`src/logic/cputmr_pkg.sv`:
```
// Package: register map, field positions, reset values and types of the timer
package cputmr_pkg;
    localparam int ADDR_W = 3;
    localparam int DATA_W = 16;

    // Word offsets inside the timer block
    localparam logic [2:0] OFF_CNT_LO = 3'h0;
    localparam logic [2:0] OFF_CNT_HI = 3'h1;
    localparam logic [2:0] OFF_PRD_LO = 3'h2;
    localparam logic [2:0] OFF_PRD_HI = 3'h3;
    localparam logic [2:0] OFF_TCR = 3'h4;
    localparam logic [2:0] OFF_DIV_LO = 3'h6;
    localparam logic [2:0] OFF_DIV_HI = 3'h7;

    // Control register field positions
    localparam int BIT_ZFLAG = 15;
    localparam int BIT_IRQEN = 14;
    localparam int BIT_FREE = 11;
    localparam int BIT_SOFT = 10;
    localparam int BIT_RELOAD = 5;
    localparam int BIT_HALTREQ = 4;

    // Reset values
    localparam logic [31:0] RST_PERIOD = 32'hFFFF_FFFF;
    localparam logic [31:0] RST_COUNT = 32'hFFFF_FFFF;
    localparam logic [31:0] RST_DIVISOR = 32'h0000_0000;

    // Debug-halt behaviour of the counter, one-hot
    typedef enum logic [1:0] {
        EMU_RUN = 2'b01,
        EMU_FROZEN = 2'b10
    } cputmr_emu_t;

    // One memory-bus access, same clock as the timer
    typedef struct packed {
        logic wr;
        logic rd;
        logic [ADDR_W-1:0] addr;
        logic [DATA_W-1:0] wdata;
    } cputmr_bus_t;

    // Whole state of the timer
    typedef struct packed {
        logic [31:0] down_count;
        logic [31:0] reload_period;
        logic [31:0] prescale_divisor;
        logic [31:0] prescale_counter;
        logic zero_reached_flag;
        logic zero_irq_enable;
        logic free_run;
        logic soft_halt;
        logic halt_request_bit;
        cputmr_emu_t emu;
        logic irq;
        logic [DATA_W-1:0] rdata;
    } cputmr_state_t;
endpackage

```
`src/logic/cputmr_top.sv`:
```
// Timer: 32-bit down counter with control/status flags and debug halt
//
// Summary of operation
// - Zero reached sets flag bit 15
// - Writing one clears flag; zero ignored
// - Zero with enable bit 14 raises irq
// - Enable clear: never any irq
// - Emulation bits act only during debug halt
// - Free-run keeps counting, soft bit ignored
// - Hard mode stops after next decrement
// - Soft mode stops once count reaches zero
// - Decrement every divisor+1 clocks, reload at zero
// - Reload strobe loads count and prescaler
// - Stop bit resets zero; zero runs
`timescale 1ns/1ps
module cputmr_top (
    input wire logic CLK_I,
    input wire logic SYS_RST_I,
    input wire cputmr_pkg::cputmr_bus_t BUS_I,
    output logic [cputmr_pkg::DATA_W-1:0] BUS_RDATA_O,
    input wire logic DEBUG_HALT_I,
    output logic ZERO_IRQ_O
);
    import cputmr_pkg::*;

    cputmr_state_t st_q;
    cputmr_state_t st_d;
    logic wr_tcr;
    logic reload_wr;
    logic cnt_wr;
    logic run;
    logic tick;
    logic zero_evt;
    logic [31:0] next_cnt;

    ////////////////////////////////////////////////////////////////////////
    always_comb begin
        st_d = st_q;
        st_d.irq = 1'b0;
        wr_tcr = BUS_I.wr && (BUS_I.addr == OFF_TCR);
        reload_wr = wr_tcr && BUS_I.wdata[BIT_RELOAD];
        cnt_wr = BUS_I.wr && ((BUS_I.addr == OFF_CNT_LO) ||
                 (BUS_I.addr == OFF_CNT_HI));
        run = !st_q.halt_request_bit && (st_q.emu == EMU_RUN);
        tick = run && (st_q.prescale_counter == 32'h0000_0000);
        next_cnt = (st_q.down_count == 32'h0000_0000) ?
                   st_q.reload_period : st_q.down_count - 32'h0000_0001;
        zero_evt = tick && (next_cnt == 32'h0000_0000);

        if (run) begin
            if (tick) begin
                st_d.prescale_counter = st_q.prescale_divisor;
                st_d.down_count = next_cnt;
            end else begin
                st_d.prescale_counter = st_q.prescale_counter - 32'h0000_0001;
            end
        end

        // Software writes win over the running count
        if (BUS_I.wr) begin
            case (BUS_I.addr)
                OFF_CNT_LO: st_d.down_count[15:0] = BUS_I.wdata;
                OFF_CNT_HI: st_d.down_count[31:16] = BUS_I.wdata;
                OFF_PRD_LO: st_d.reload_period[15:0] = BUS_I.wdata;
                OFF_PRD_HI: st_d.reload_period[31:16] = BUS_I.wdata;
                OFF_DIV_LO: st_d.prescale_divisor[15:0] = BUS_I.wdata;
                OFF_DIV_HI: st_d.prescale_divisor[31:16] = BUS_I.wdata;
                OFF_TCR: begin
                    st_d.zero_irq_enable = BUS_I.wdata[BIT_IRQEN];
                    st_d.free_run = BUS_I.wdata[BIT_FREE];
                    st_d.soft_halt = BUS_I.wdata[BIT_SOFT];
                    st_d.halt_request_bit = BUS_I.wdata[BIT_HALTREQ];
                end
                default: st_d.rdata = st_q.rdata;
            endcase
        end

        if (reload_wr) begin
            st_d.down_count = st_q.reload_period;
            st_d.prescale_counter = st_q.prescale_divisor;
        end

        if (wr_tcr && BUS_I.wdata[BIT_ZFLAG]) begin
            st_d.zero_reached_flag = 1'b0;
        end
        // set after clear so a same-cycle event is kept
        if (zero_evt) begin
            st_d.zero_reached_flag = 1'b1;
        end
        st_d.irq = zero_evt && st_q.zero_irq_enable;

        // emulation bits looked at only under debug halt
        case (st_q.emu)
            EMU_RUN: begin
                // hard stop; soft stop waits for zero
                if (DEBUG_HALT_I && !st_q.free_run && tick &&
                    (!st_q.soft_halt || zero_evt)) begin
                    st_d.emu = EMU_FROZEN;
                end
            end
            EMU_FROZEN: begin
                if (!DEBUG_HALT_I || st_q.free_run) begin
                    st_d.emu = EMU_RUN;
                end
            end
            default: st_d.emu = EMU_RUN;
        endcase

        // Reserved bits and the strobe read as zero
        if (BUS_I.rd) begin
            case (BUS_I.addr)
                OFF_CNT_LO: st_d.rdata = st_q.down_count[15:0];
                OFF_CNT_HI: st_d.rdata = st_q.down_count[31:16];
                OFF_PRD_LO: st_d.rdata = st_q.reload_period[15:0];
                OFF_PRD_HI: st_d.rdata = st_q.reload_period[31:16];
                OFF_DIV_LO: st_d.rdata = st_q.prescale_divisor[15:0];
                OFF_DIV_HI: st_d.rdata = st_q.prescale_divisor[31:16];
                OFF_TCR: st_d.rdata = {st_q.zero_reached_flag,
                    st_q.zero_irq_enable, 2'h0, st_q.free_run,
                    st_q.soft_halt, 4'h0, 1'b0, st_q.halt_request_bit, 4'h0};
                default: st_d.rdata = 16'h0000;
            endcase
        end
    end

    ////////////////////////////////////////////////////////////////////////
    always_ff @(posedge CLK_I) begin
        if (SYS_RST_I) begin
            st_q <= '{down_count: RST_COUNT, reload_period: RST_PERIOD,
                      prescale_divisor: RST_DIVISOR,
                      prescale_counter: RST_DIVISOR,
                      zero_reached_flag: 1'b0, zero_irq_enable: 1'b0,
                      free_run: 1'b0, soft_halt: 1'b0,
                      halt_request_bit: 1'b0, emu: EMU_RUN, irq: 1'b0,
                      rdata: 16'h0000};
        end else begin
            st_q <= st_d;
        end
    end

    assign BUS_RDATA_O = st_q.rdata;
    assign ZERO_IRQ_O = st_q.irq;
endmodule

```
`config.mk`:
```
export PLATFORM = sky130hd
export DESIGN_NAME = cputmr_top
export DESIGN_NICKNAME = d
export VERILOG_FILES = /design/src/logic/cputmr_pkg.sv /design/src/logic/cputmr_top.sv
export SDC_FILE = /design/constraint.sdc
export NUM_CORES = 1
export LEC_CHECK = 0
export BUFFER_PORTS_ARGS = -buffer_cell sky130_fd_sc_hd__buf_2
export CAP_MARGIN = 5
export CORE_ASPECT_RATIO = 2
export CORE_UTILIZATION = 63
export DETAILED_ROUTE_END_ITERATION = 16
export GPL_TIMING_DRIVEN = 0
export HOLD_SLACK_MARGIN = 0.05
export PLACE_DENSITY = 0.92
export SETUP_SLACK_MARGIN = 0.2
export SYNTH_ARGS = -nofsm -noshare
export SYNTH_HDL_FRONTEND = slang
export SYNTH_SLANG_ARGS = --single-unit
```
`constraint.sdc`:
```
create_clock -name CLK_I -period 4.3 [get_ports CLK_I]
set_input_delay 0.215 -clock CLK_I [delete_from_list [all_inputs] [get_ports CLK_I]]
set_output_delay 0.215 -clock CLK_I [all_outputs]
set_load 0.05 [all_outputs]
```
==> impl_metrics.xml, run 1 <==
<?xml version="1.0" encoding="UTF-8"?>
<metrics>
  <group name="die">
    <metric name="initial_utilization" unit="%">64.3</metric>
    <metric name="die_y" unit="um">173</metric>
    <metric name="ios" unit="">41</metric>
    <metric name="placement_rows" unit="">62</metric>
    <metric name="dieWidth" unit="um">87.6</metric>
  </group>
  <group name="logic_synthesis">
    <metric name="most_used_dff_post_synth" unit="">sky130_fd_sc_hd__dfxtp_1</metric>
    <metric name="synthDominantAreaCellType" unit="">sky130_fd_sc_hd__dfxtp_1</metric>
    <metric name="ys_top_cells_by_area" unit="">sky130_fd_sc_hd__dfxtp_1 (33%), sky130_fd_sc_hd__nand2_1 (7.2%), sky130_fd_sc_hd__a21oi_1 (7.1%), sky130_fd_sc_hd__nor2_1 (4.6%), sky130_fd_sc_hd__nor3_1 (3.6%)</metric>
    <metric name="post_synthesis_net_count" unit="">1259</metric>
    <metric name="synth_cell_types" unit="">75</metric>
    <metric name="synthesis.area" unit="mm2">0.00923</metric>
    <metric name="synth_edf_count" unit="">0</metric>
    <metric name="synth_seq_area_share" unit="%">33.0</metric>
    <metric name="yosys_warnings" unit="">0</metric>
    <metric name="post_synth_inst_count" unit="">1232</metric>
    <metric name="synth_seq_cells" unit="">152</metric>
    <metric name="syn-mean-instance-area" unit="um2">7.49</metric>
    <metric name="post-synth-top-area-fraction" unit="%">33.0</metric>
    <metric name="synthArstFlopShare" unit="%">0</metric>
  </group>
  <group name="global_routing">
    <metric name="grt_pass1_wl" unit="um">75700</metric>
    <metric name="congestion_overflow_gr" unit="">108</metric>
    <metric name="largest_net_degree_at_the_start_of_global_routing" unit="">17</metric>
    <metric name="track_usage" unit="%">66.8</metric>
    <metric name="first_global_vias" unit="">11500</metric>
  </group>
  <group name="clock_tree">
    <metric name="post_cts.repair.setup_buffers" unit="">0</metric>
    <metric name="clk_root_buffer_cell" unit="">sky130_fd_sc_hd__clkbuf_16</metric>
    <metric name="cts-htree-levels" unit="">4</metric>
    <metric name="hold_buffers" unit="">0</metric>
    <metric name="max-clock-path-buffers" unit="">2</metric>
    <metric name="clkSinkCount" unit="">152</metric>
    <metric name="cts_buffers" unit="">17</metric>
  </group>
  <group name="place">
    <metric name="numPortBuffers" unit="">37</metric>
    <metric name="gp_congestion" unit="">1.15</metric>
    <metric name="place_hpwl" unit="um">32100</metric>
  </group>
  <group name="outcome">
    <metric name="firstError" unit="">[ERROR GRT-0116] Global routing finished with congestion. Check the congestion regions in the DRC Viewer.</metric>
    <metric name="run_status" unit="">did not finish</metric>
    <metric name="stop_stage" unit="">global routing</metric>
  </group>
</metrics>
## per-stage QoR
| step | instances | hold slack (ps) | worst slack [ps] | util [%] | cell area [um2] |
|---|---|---|---|---|---|
| 2_1_floorplan | 1232 | 333 | 1200 | - | 9230 |
| 3_5_place_dp | 1461 | 448 | -425 | 67.2 | 9650 |
| 4_1_cts | 1493 | 71.7 | 276 | 71.8 | 10300 |
| 3_3_place_gp | 1461 | 443 | -452 | 67.2 | 9650 |
## synthesized netlist by cell type (19+ instances only)
cell,instances
sky130_fd_sc_hd__nor2_1,112
sky130_fd_sc_hd__mux2i_1,21
sky130_fd_sc_hd__nor2b_1,42
sky130_fd_sc_hd__inv_1,19
sky130_fd_sc_hd__clkbuf_1,82
sky130_fd_sc_hd__nor3_1,66
sky130_fd_sc_hd__nand3_1,22
sky130_fd_sc_hd__nand2_1,178
sky130_fd_sc_hd__a21oi_1,130
sky130_fd_sc_hd__o21ai_0,61
sky130_fd_sc_hd__dfxtp_1,152
sky130_fd_sc_hd__nor4_1,24
sky130_fd_sc_hd__a211oi_1,26
sky130_fd_sc_hd__a211o_1,36
## what timing repair did
action                                  4_1_cts
gates resized for setup                       4
pin swaps                                     0
endpoints found under the setup margin        4
hold endpoints to repair                      0
## routing by layer
layer	GRT usage, %	GRT overflow
met1	68.9	1
met2	90.6	60
met3	36.0	2
met4	69.5	45
met5	0	0
## logic make-up after synthesis
logic type      synth area share [%]
fa+ha+maj                      0.407
flops                           33.0
xor+xnor                        1.23
buf+inv                         6.33
compound gates                  25.5
mux                             5.33
simple gates                    28.2
==> run 2, diff against run 1 <==
- CORE_ASPECT_RATIO: 2 -> unset
- CORE_UTILIZATION: 63 -> 40
- HOLD_SLACK_MARGIN: 0.05 -> unset
- PLACE_DENSITY: 0.92 -> unset
- PLACE_DENSITY_LB_ADDON: unset -> 0.15
- SETUP_SLACK_MARGIN: 0.2 -> unset
==> impl_metrics.xml, run 2 <==
<?xml version="1.0" encoding="UTF-8"?>
<metrics>
  <group name="outcome">
    <metric name="run_status" unit="">completed</metric>
  </group>
  <group name="routing">
    <metric name="drtIter0Drc" unit="">1166</metric>
    <metric name="vias_per_cell" unit="">6.36</metric>
    <metric name="route.antenna.remaining_nets" unit="">0</metric>
    <metric name="drt_pass1_iterations" unit="">6</metric>
    <metric name="detail_route.wirelength" unit="um">40300</metric>
    <metric name="post-route-drc-count" unit="">0</metric>
    <metric name="wl_per_cell" unit="um">25.4</metric>
    <metric name="num_vias" unit="">10100</metric>
  </group>
  <group name="timing">
    <metric name="postLayoutSetupSlackWorst" unit="ps">75.3</metric>
    <metric name="layout_min_cycle_time" unit="ps">4220</metric>
    <metric name="report.final.hold_viol_count" unit="">0</metric>
    <metric name="fin_worst_skew" unit="ps">13.5</metric>
    <metric name="slew-limit-headroom" unit="%">26.1</metric>
    <metric name="worst-slew-pin-transition" unit="ps">1100</metric>
    <metric name="setup_violations" unit="">0</metric>
    <metric name="max_freq" unit="MHz">237</metric>
    <metric name="fin_setup_tns" unit="ps">0</metric>
    <metric name="rsz0062_at_grt" unit="">false</metric>
    <metric name="finalCritPeriodShare" unit="%">98.2</metric>
    <metric name="slew_violations" unit="">0</metric>
  </group>
  <group name="layout">
    <metric name="largest-register" unit="">st_q</metric>
    <metric name="layout.cells.most_common" unit="">sky130_fd_sc_hd__nand2_1</metric>
    <metric name="largest_reg_flops" unit="">135</metric>
    <metric name="finalInstanceArea" unit="mm2">0.0104</metric>
    <metric name="final_cells" unit="">1586</metric>
    <metric name="drive_above_1_share" unit="%">10.8</metric>
    <metric name="most_frequent_cells_in_the_layout" unit="">sky130_fd_sc_hd__nand2_1 (178), sky130_fd_sc_hd__dfxtp_1 (152), sky130_fd_sc_hd__a21oi_1 (130), sky130_fd_sc_hd__nor2_1 (112), sky130_fd_sc_hd__clkbuf_1 (82)</metric>
    <metric name="diodes" unit="">0</metric>
    <metric name="num-nets-final" unit="">1315</metric>
    <metric name="area_growth_syn_to_layout" unit="%">12.3</metric>
  </group>
  <group name="logic_synthesis">
    <metric name="synth_cell_types" unit="">75</metric>
    <metric name="yosys_warnings" unit="">0</metric>
    <metric name="synthDominantAreaCellType" unit="">sky130_fd_sc_hd__dfxtp_1</metric>
    <metric name="syn-mean-instance-area" unit="um2">7.49</metric>
    <metric name="synth.top_cells.by_count" unit="">sky130_fd_sc_hd__nand2_1 (178), sky130_fd_sc_hd__dfxtp_1 (152), sky130_fd_sc_hd__a21oi_1 (130)</metric>
    <metric name="most_used_dff_post_synth" unit="">sky130_fd_sc_hd__dfxtp_1</metric>
    <metric name="synthesis.area" unit="mm2">0.00923</metric>
    <metric name="synth_seq_cells" unit="">152</metric>
    <metric name="synth_seq_area_share" unit="%">33.0</metric>
    <metric name="post-synth-top-area-fraction" unit="%">33.0</metric>
    <metric name="post_synthesis_net_count" unit="">1259</metric>
    <metric name="synth_edf_count" unit="">0</metric>
    <metric name="ys_top_cells_by_area" unit="">sky130_fd_sc_hd__dfxtp_1 (33%), sky130_fd_sc_hd__nand2_1 (7.2%), sky130_fd_sc_hd__a21oi_1 (7.1%), sky130_fd_sc_hd__nor2_1 (4.6%), sky130_fd_sc_hd__nor3_1 (3.6%)</metric>
    <metric name="post_synth_inst_count" unit="">1232</metric>
    <metric name="post-synth-top-count-cell" unit="">sky130_fd_sc_hd__nand2_1</metric>
    <metric name="synthArstFlopShare" unit="%">0</metric>
  </group>
  <group name="hold_path">
    <metric name="min_from" unit="">DEBUG_HALT_I</metric>
    <metric name="hold_end" unit="">st_q[18]$_SDFFE_PP0P_</metric>
    <metric name="hp-class" unit="">in2reg</metric>
    <metric name="worstHoldPathCells" unit="">3</metric>
  </group>
  <group name="setup_path">
    <metric name="timing.rr.end" unit="">st_q[17]$_SDFFE_PP1P_</metric>
    <metric name="critical_path_peak_fanout" unit="">8</metric>
    <metric name="critical_path_arrival" unit="ps">4560</metric>
    <metric name="worst_r2r_path_depth" unit="">10</metric>
    <metric name="critPathKind" unit="">reg2reg</metric>
    <metric name="startpoint_type_of_the_worst_setup_path" unit="">flip-flop</metric>
    <metric name="worst-endpoint-required" unit="ps">4630</metric>
    <metric name="end_kind" unit="">flip-flop</metric>
    <metric name="critical_path.reg2reg.startpoint" unit="">st_q[120]$_SDFF_PP1_</metric>
    <metric name="rrSetupSlack" unit="ps">80</metric>
  </group>
  <group name="power_and_ir_drop">
    <metric name="fin_total_pwr" unit="mW">4.99</metric>
    <metric name="power_per_cell_area" unit="mW/mm2">481</metric>
    <metric name="vdd.ir_drop.worst" unit="mV">0.299</metric>
    <metric name="total_leakage_power" unit="nW">3.62</metric>
  </group>
  <group name="die">
    <metric name="dieWidth" unit="um">154</metric>
    <metric name="die_area" unit="mm2">0.0237</metric>
    <metric name="placement_rows" unit="">55</metric>
    <metric name="die_y" unit="um">154</metric>
    <metric name="design.core.area" unit="mm2">0.0226</metric>
    <metric name="ios" unit="">41</metric>
    <metric name="initial_utilization" unit="%">40.7</metric>
  </group>
  <group name="place">
    <metric name="dp_cells" unit="">1554</metric>
    <metric name="placed_cell_area" unit="mm2">0.00977</metric>
    <metric name="numPortBuffers" unit="">37</metric>
    <metric name="place_hpwl" unit="um">29600</metric>
    <metric name="place_worst_setup_slack" unit="ps">-287</metric>
    <metric name="gp_congestion" unit="">0.984</metric>
  </group>
  <group name="global_routing">
    <metric name="antenna_violations_before_repair" unit="">1</metric>
    <metric name="congestion_overflow_gr" unit="">0</metric>
    <metric name="grt_pass1_wl" unit="um">60100</metric>
    <metric name="largest_net_degree_at_the_start_of_global_routing" unit="">17</metric>
    <metric name="track_usage" unit="%">34.6</metric>
    <metric name="first_global_vias" unit="">9199</metric>
  </group>
  <group name="clock_tree">
    <metric name="cts_tree" unit="">done</metric>
    <metric name="insertion_delay" unit="ps">440</metric>
    <metric name="clk_root_buffer_cell" unit="">sky130_fd_sc_hd__clkbuf_16</metric>
    <metric name="post_cts.repair.setup_buffers" unit="">0</metric>
    <metric name="cts-htree-levels" unit="">4</metric>
    <metric name="max-clock-path-buffers" unit="">2</metric>
    <metric name="clkSinkCount" unit="">152</metric>
    <metric name="path_clk_slew" unit="ps">70</metric>
    <metric name="cts_buffers" unit="">17</metric>
  </group>
  <group name="run">
    <metric name="max_cap_violations" unit="">0</metric>
  </group>
</metrics>
-- run 2: worst max path at each step --
stage                                    start               endpoint  slack [ps]  cells after the start
after floorplan           st_q[120]$_SDFF_PP1_  st_q[17]$_SDFFE_PP1P_        1200                     10
after global placement    st_q[120]$_SDFF_PP1_  st_q[17]$_SDFFE_PP1P_        -360                     10
after detailed placement  st_q[120]$_SDFF_PP1_  st_q[17]$_SDFFE_PP1P_        -290                     10
after CTS                 st_q[120]$_SDFF_PP1_  st_q[17]$_SDFFE_PP1P_         280                     10
after global routing      st_q[120]$_SDFF_PP1_  st_q[17]$_SDFFE_PP1P_          30                     10
final                     st_q[120]$_SDFF_PP1_  st_q[17]$_SDFFE_PP1P_          80                     10
-- run 2: metrics by stage --
step | utilization, % | hold slack (ps)
final | 45.8 | 62.8
after detailed placement | 43.1 | 450
after CTS | 45.8 | 51.7
after global routing | 45.8 | 82.8
after global placement | 43.1 | 445
after floorplan | - | 333
-- run 2: logic make-up after synthesis --
family	count (synthesis)	synth area share, %
AOI/OAI and AO/OA	369	25.5
buffers and inverters	128	6.33
and+or+nand+nor	530	28.2
adders and majority gates	3	0.407
muxes	37	5.33
xor gates and xnor gates	13	1.23
DFF	152	33.0
-- run 2: timing repair --
action                                  4_1_cts  5_1_grt
hold buffers                                  0        0
resized for setup                             2        0
endpoints found under the setup margin        4        0
-- run 2: layout make-up --
cell class | instances | area [um2]
Multi-Input combinational cell | 952 | 5610
Inverter | 19 | 71.3
Clock inverter | 13 | 133
Tap cell | 285 | 357
Sequential cell | 152 | 3040
Timing Repair Buffer | 37 | 185
Fill cell | 2357 | 12300
Clock buffer | 19 | 453
Buffer | 109 | 513
-- run 2: routing by layer --
| layer | GRT usage [%] | vias up | part of all wire [%] |
|---|---|---|---|
| met4 | 13.1 | 0 | 3.2 |
| met3 | 11.1 | 87 | 14 |
| met5 | 0 | - | 0 |
| met2 | 48.1 | 665 | 40 |
| met1 | 49.1 | 4765 | 43 |
| li1 | - | 4577 | - |
-- run 2: where the power goes --
| group | leakage (nW) | switching [mW] | internal, mW |
|---|---|---|---|
| clock network | 0.281 | 0.684 | 0.844 |
| registers | 1.24 | 0.198 | 1.57 |
| logic | 2.10 | 1.11 | 0.584 |
-- run 2: critical path, cell delays in order, from the launching register on --
cell and delay, ps:
sky130_fd_sc_hd__dfxtp_1 430, sky130_fd_sc_hd__inv_1 220, sky130_fd_sc_hd__ha_1 400, sky130_fd_sc_hd__nor3b_2 520, sky130_fd_sc_hd__nand4_1 580, sky130_fd_sc_hd__nor4_2 640, sky130_fd_sc_hd__xor2_1 130, sky130_fd_sc_hd__or4_1 560
sky130_fd_sc_hd__o21ai_2 160, sky130_fd_sc_hd__nand4_1 200, sky130_fd_sc_hd__a31o_1 270
(Power assumes the default switching activity.)
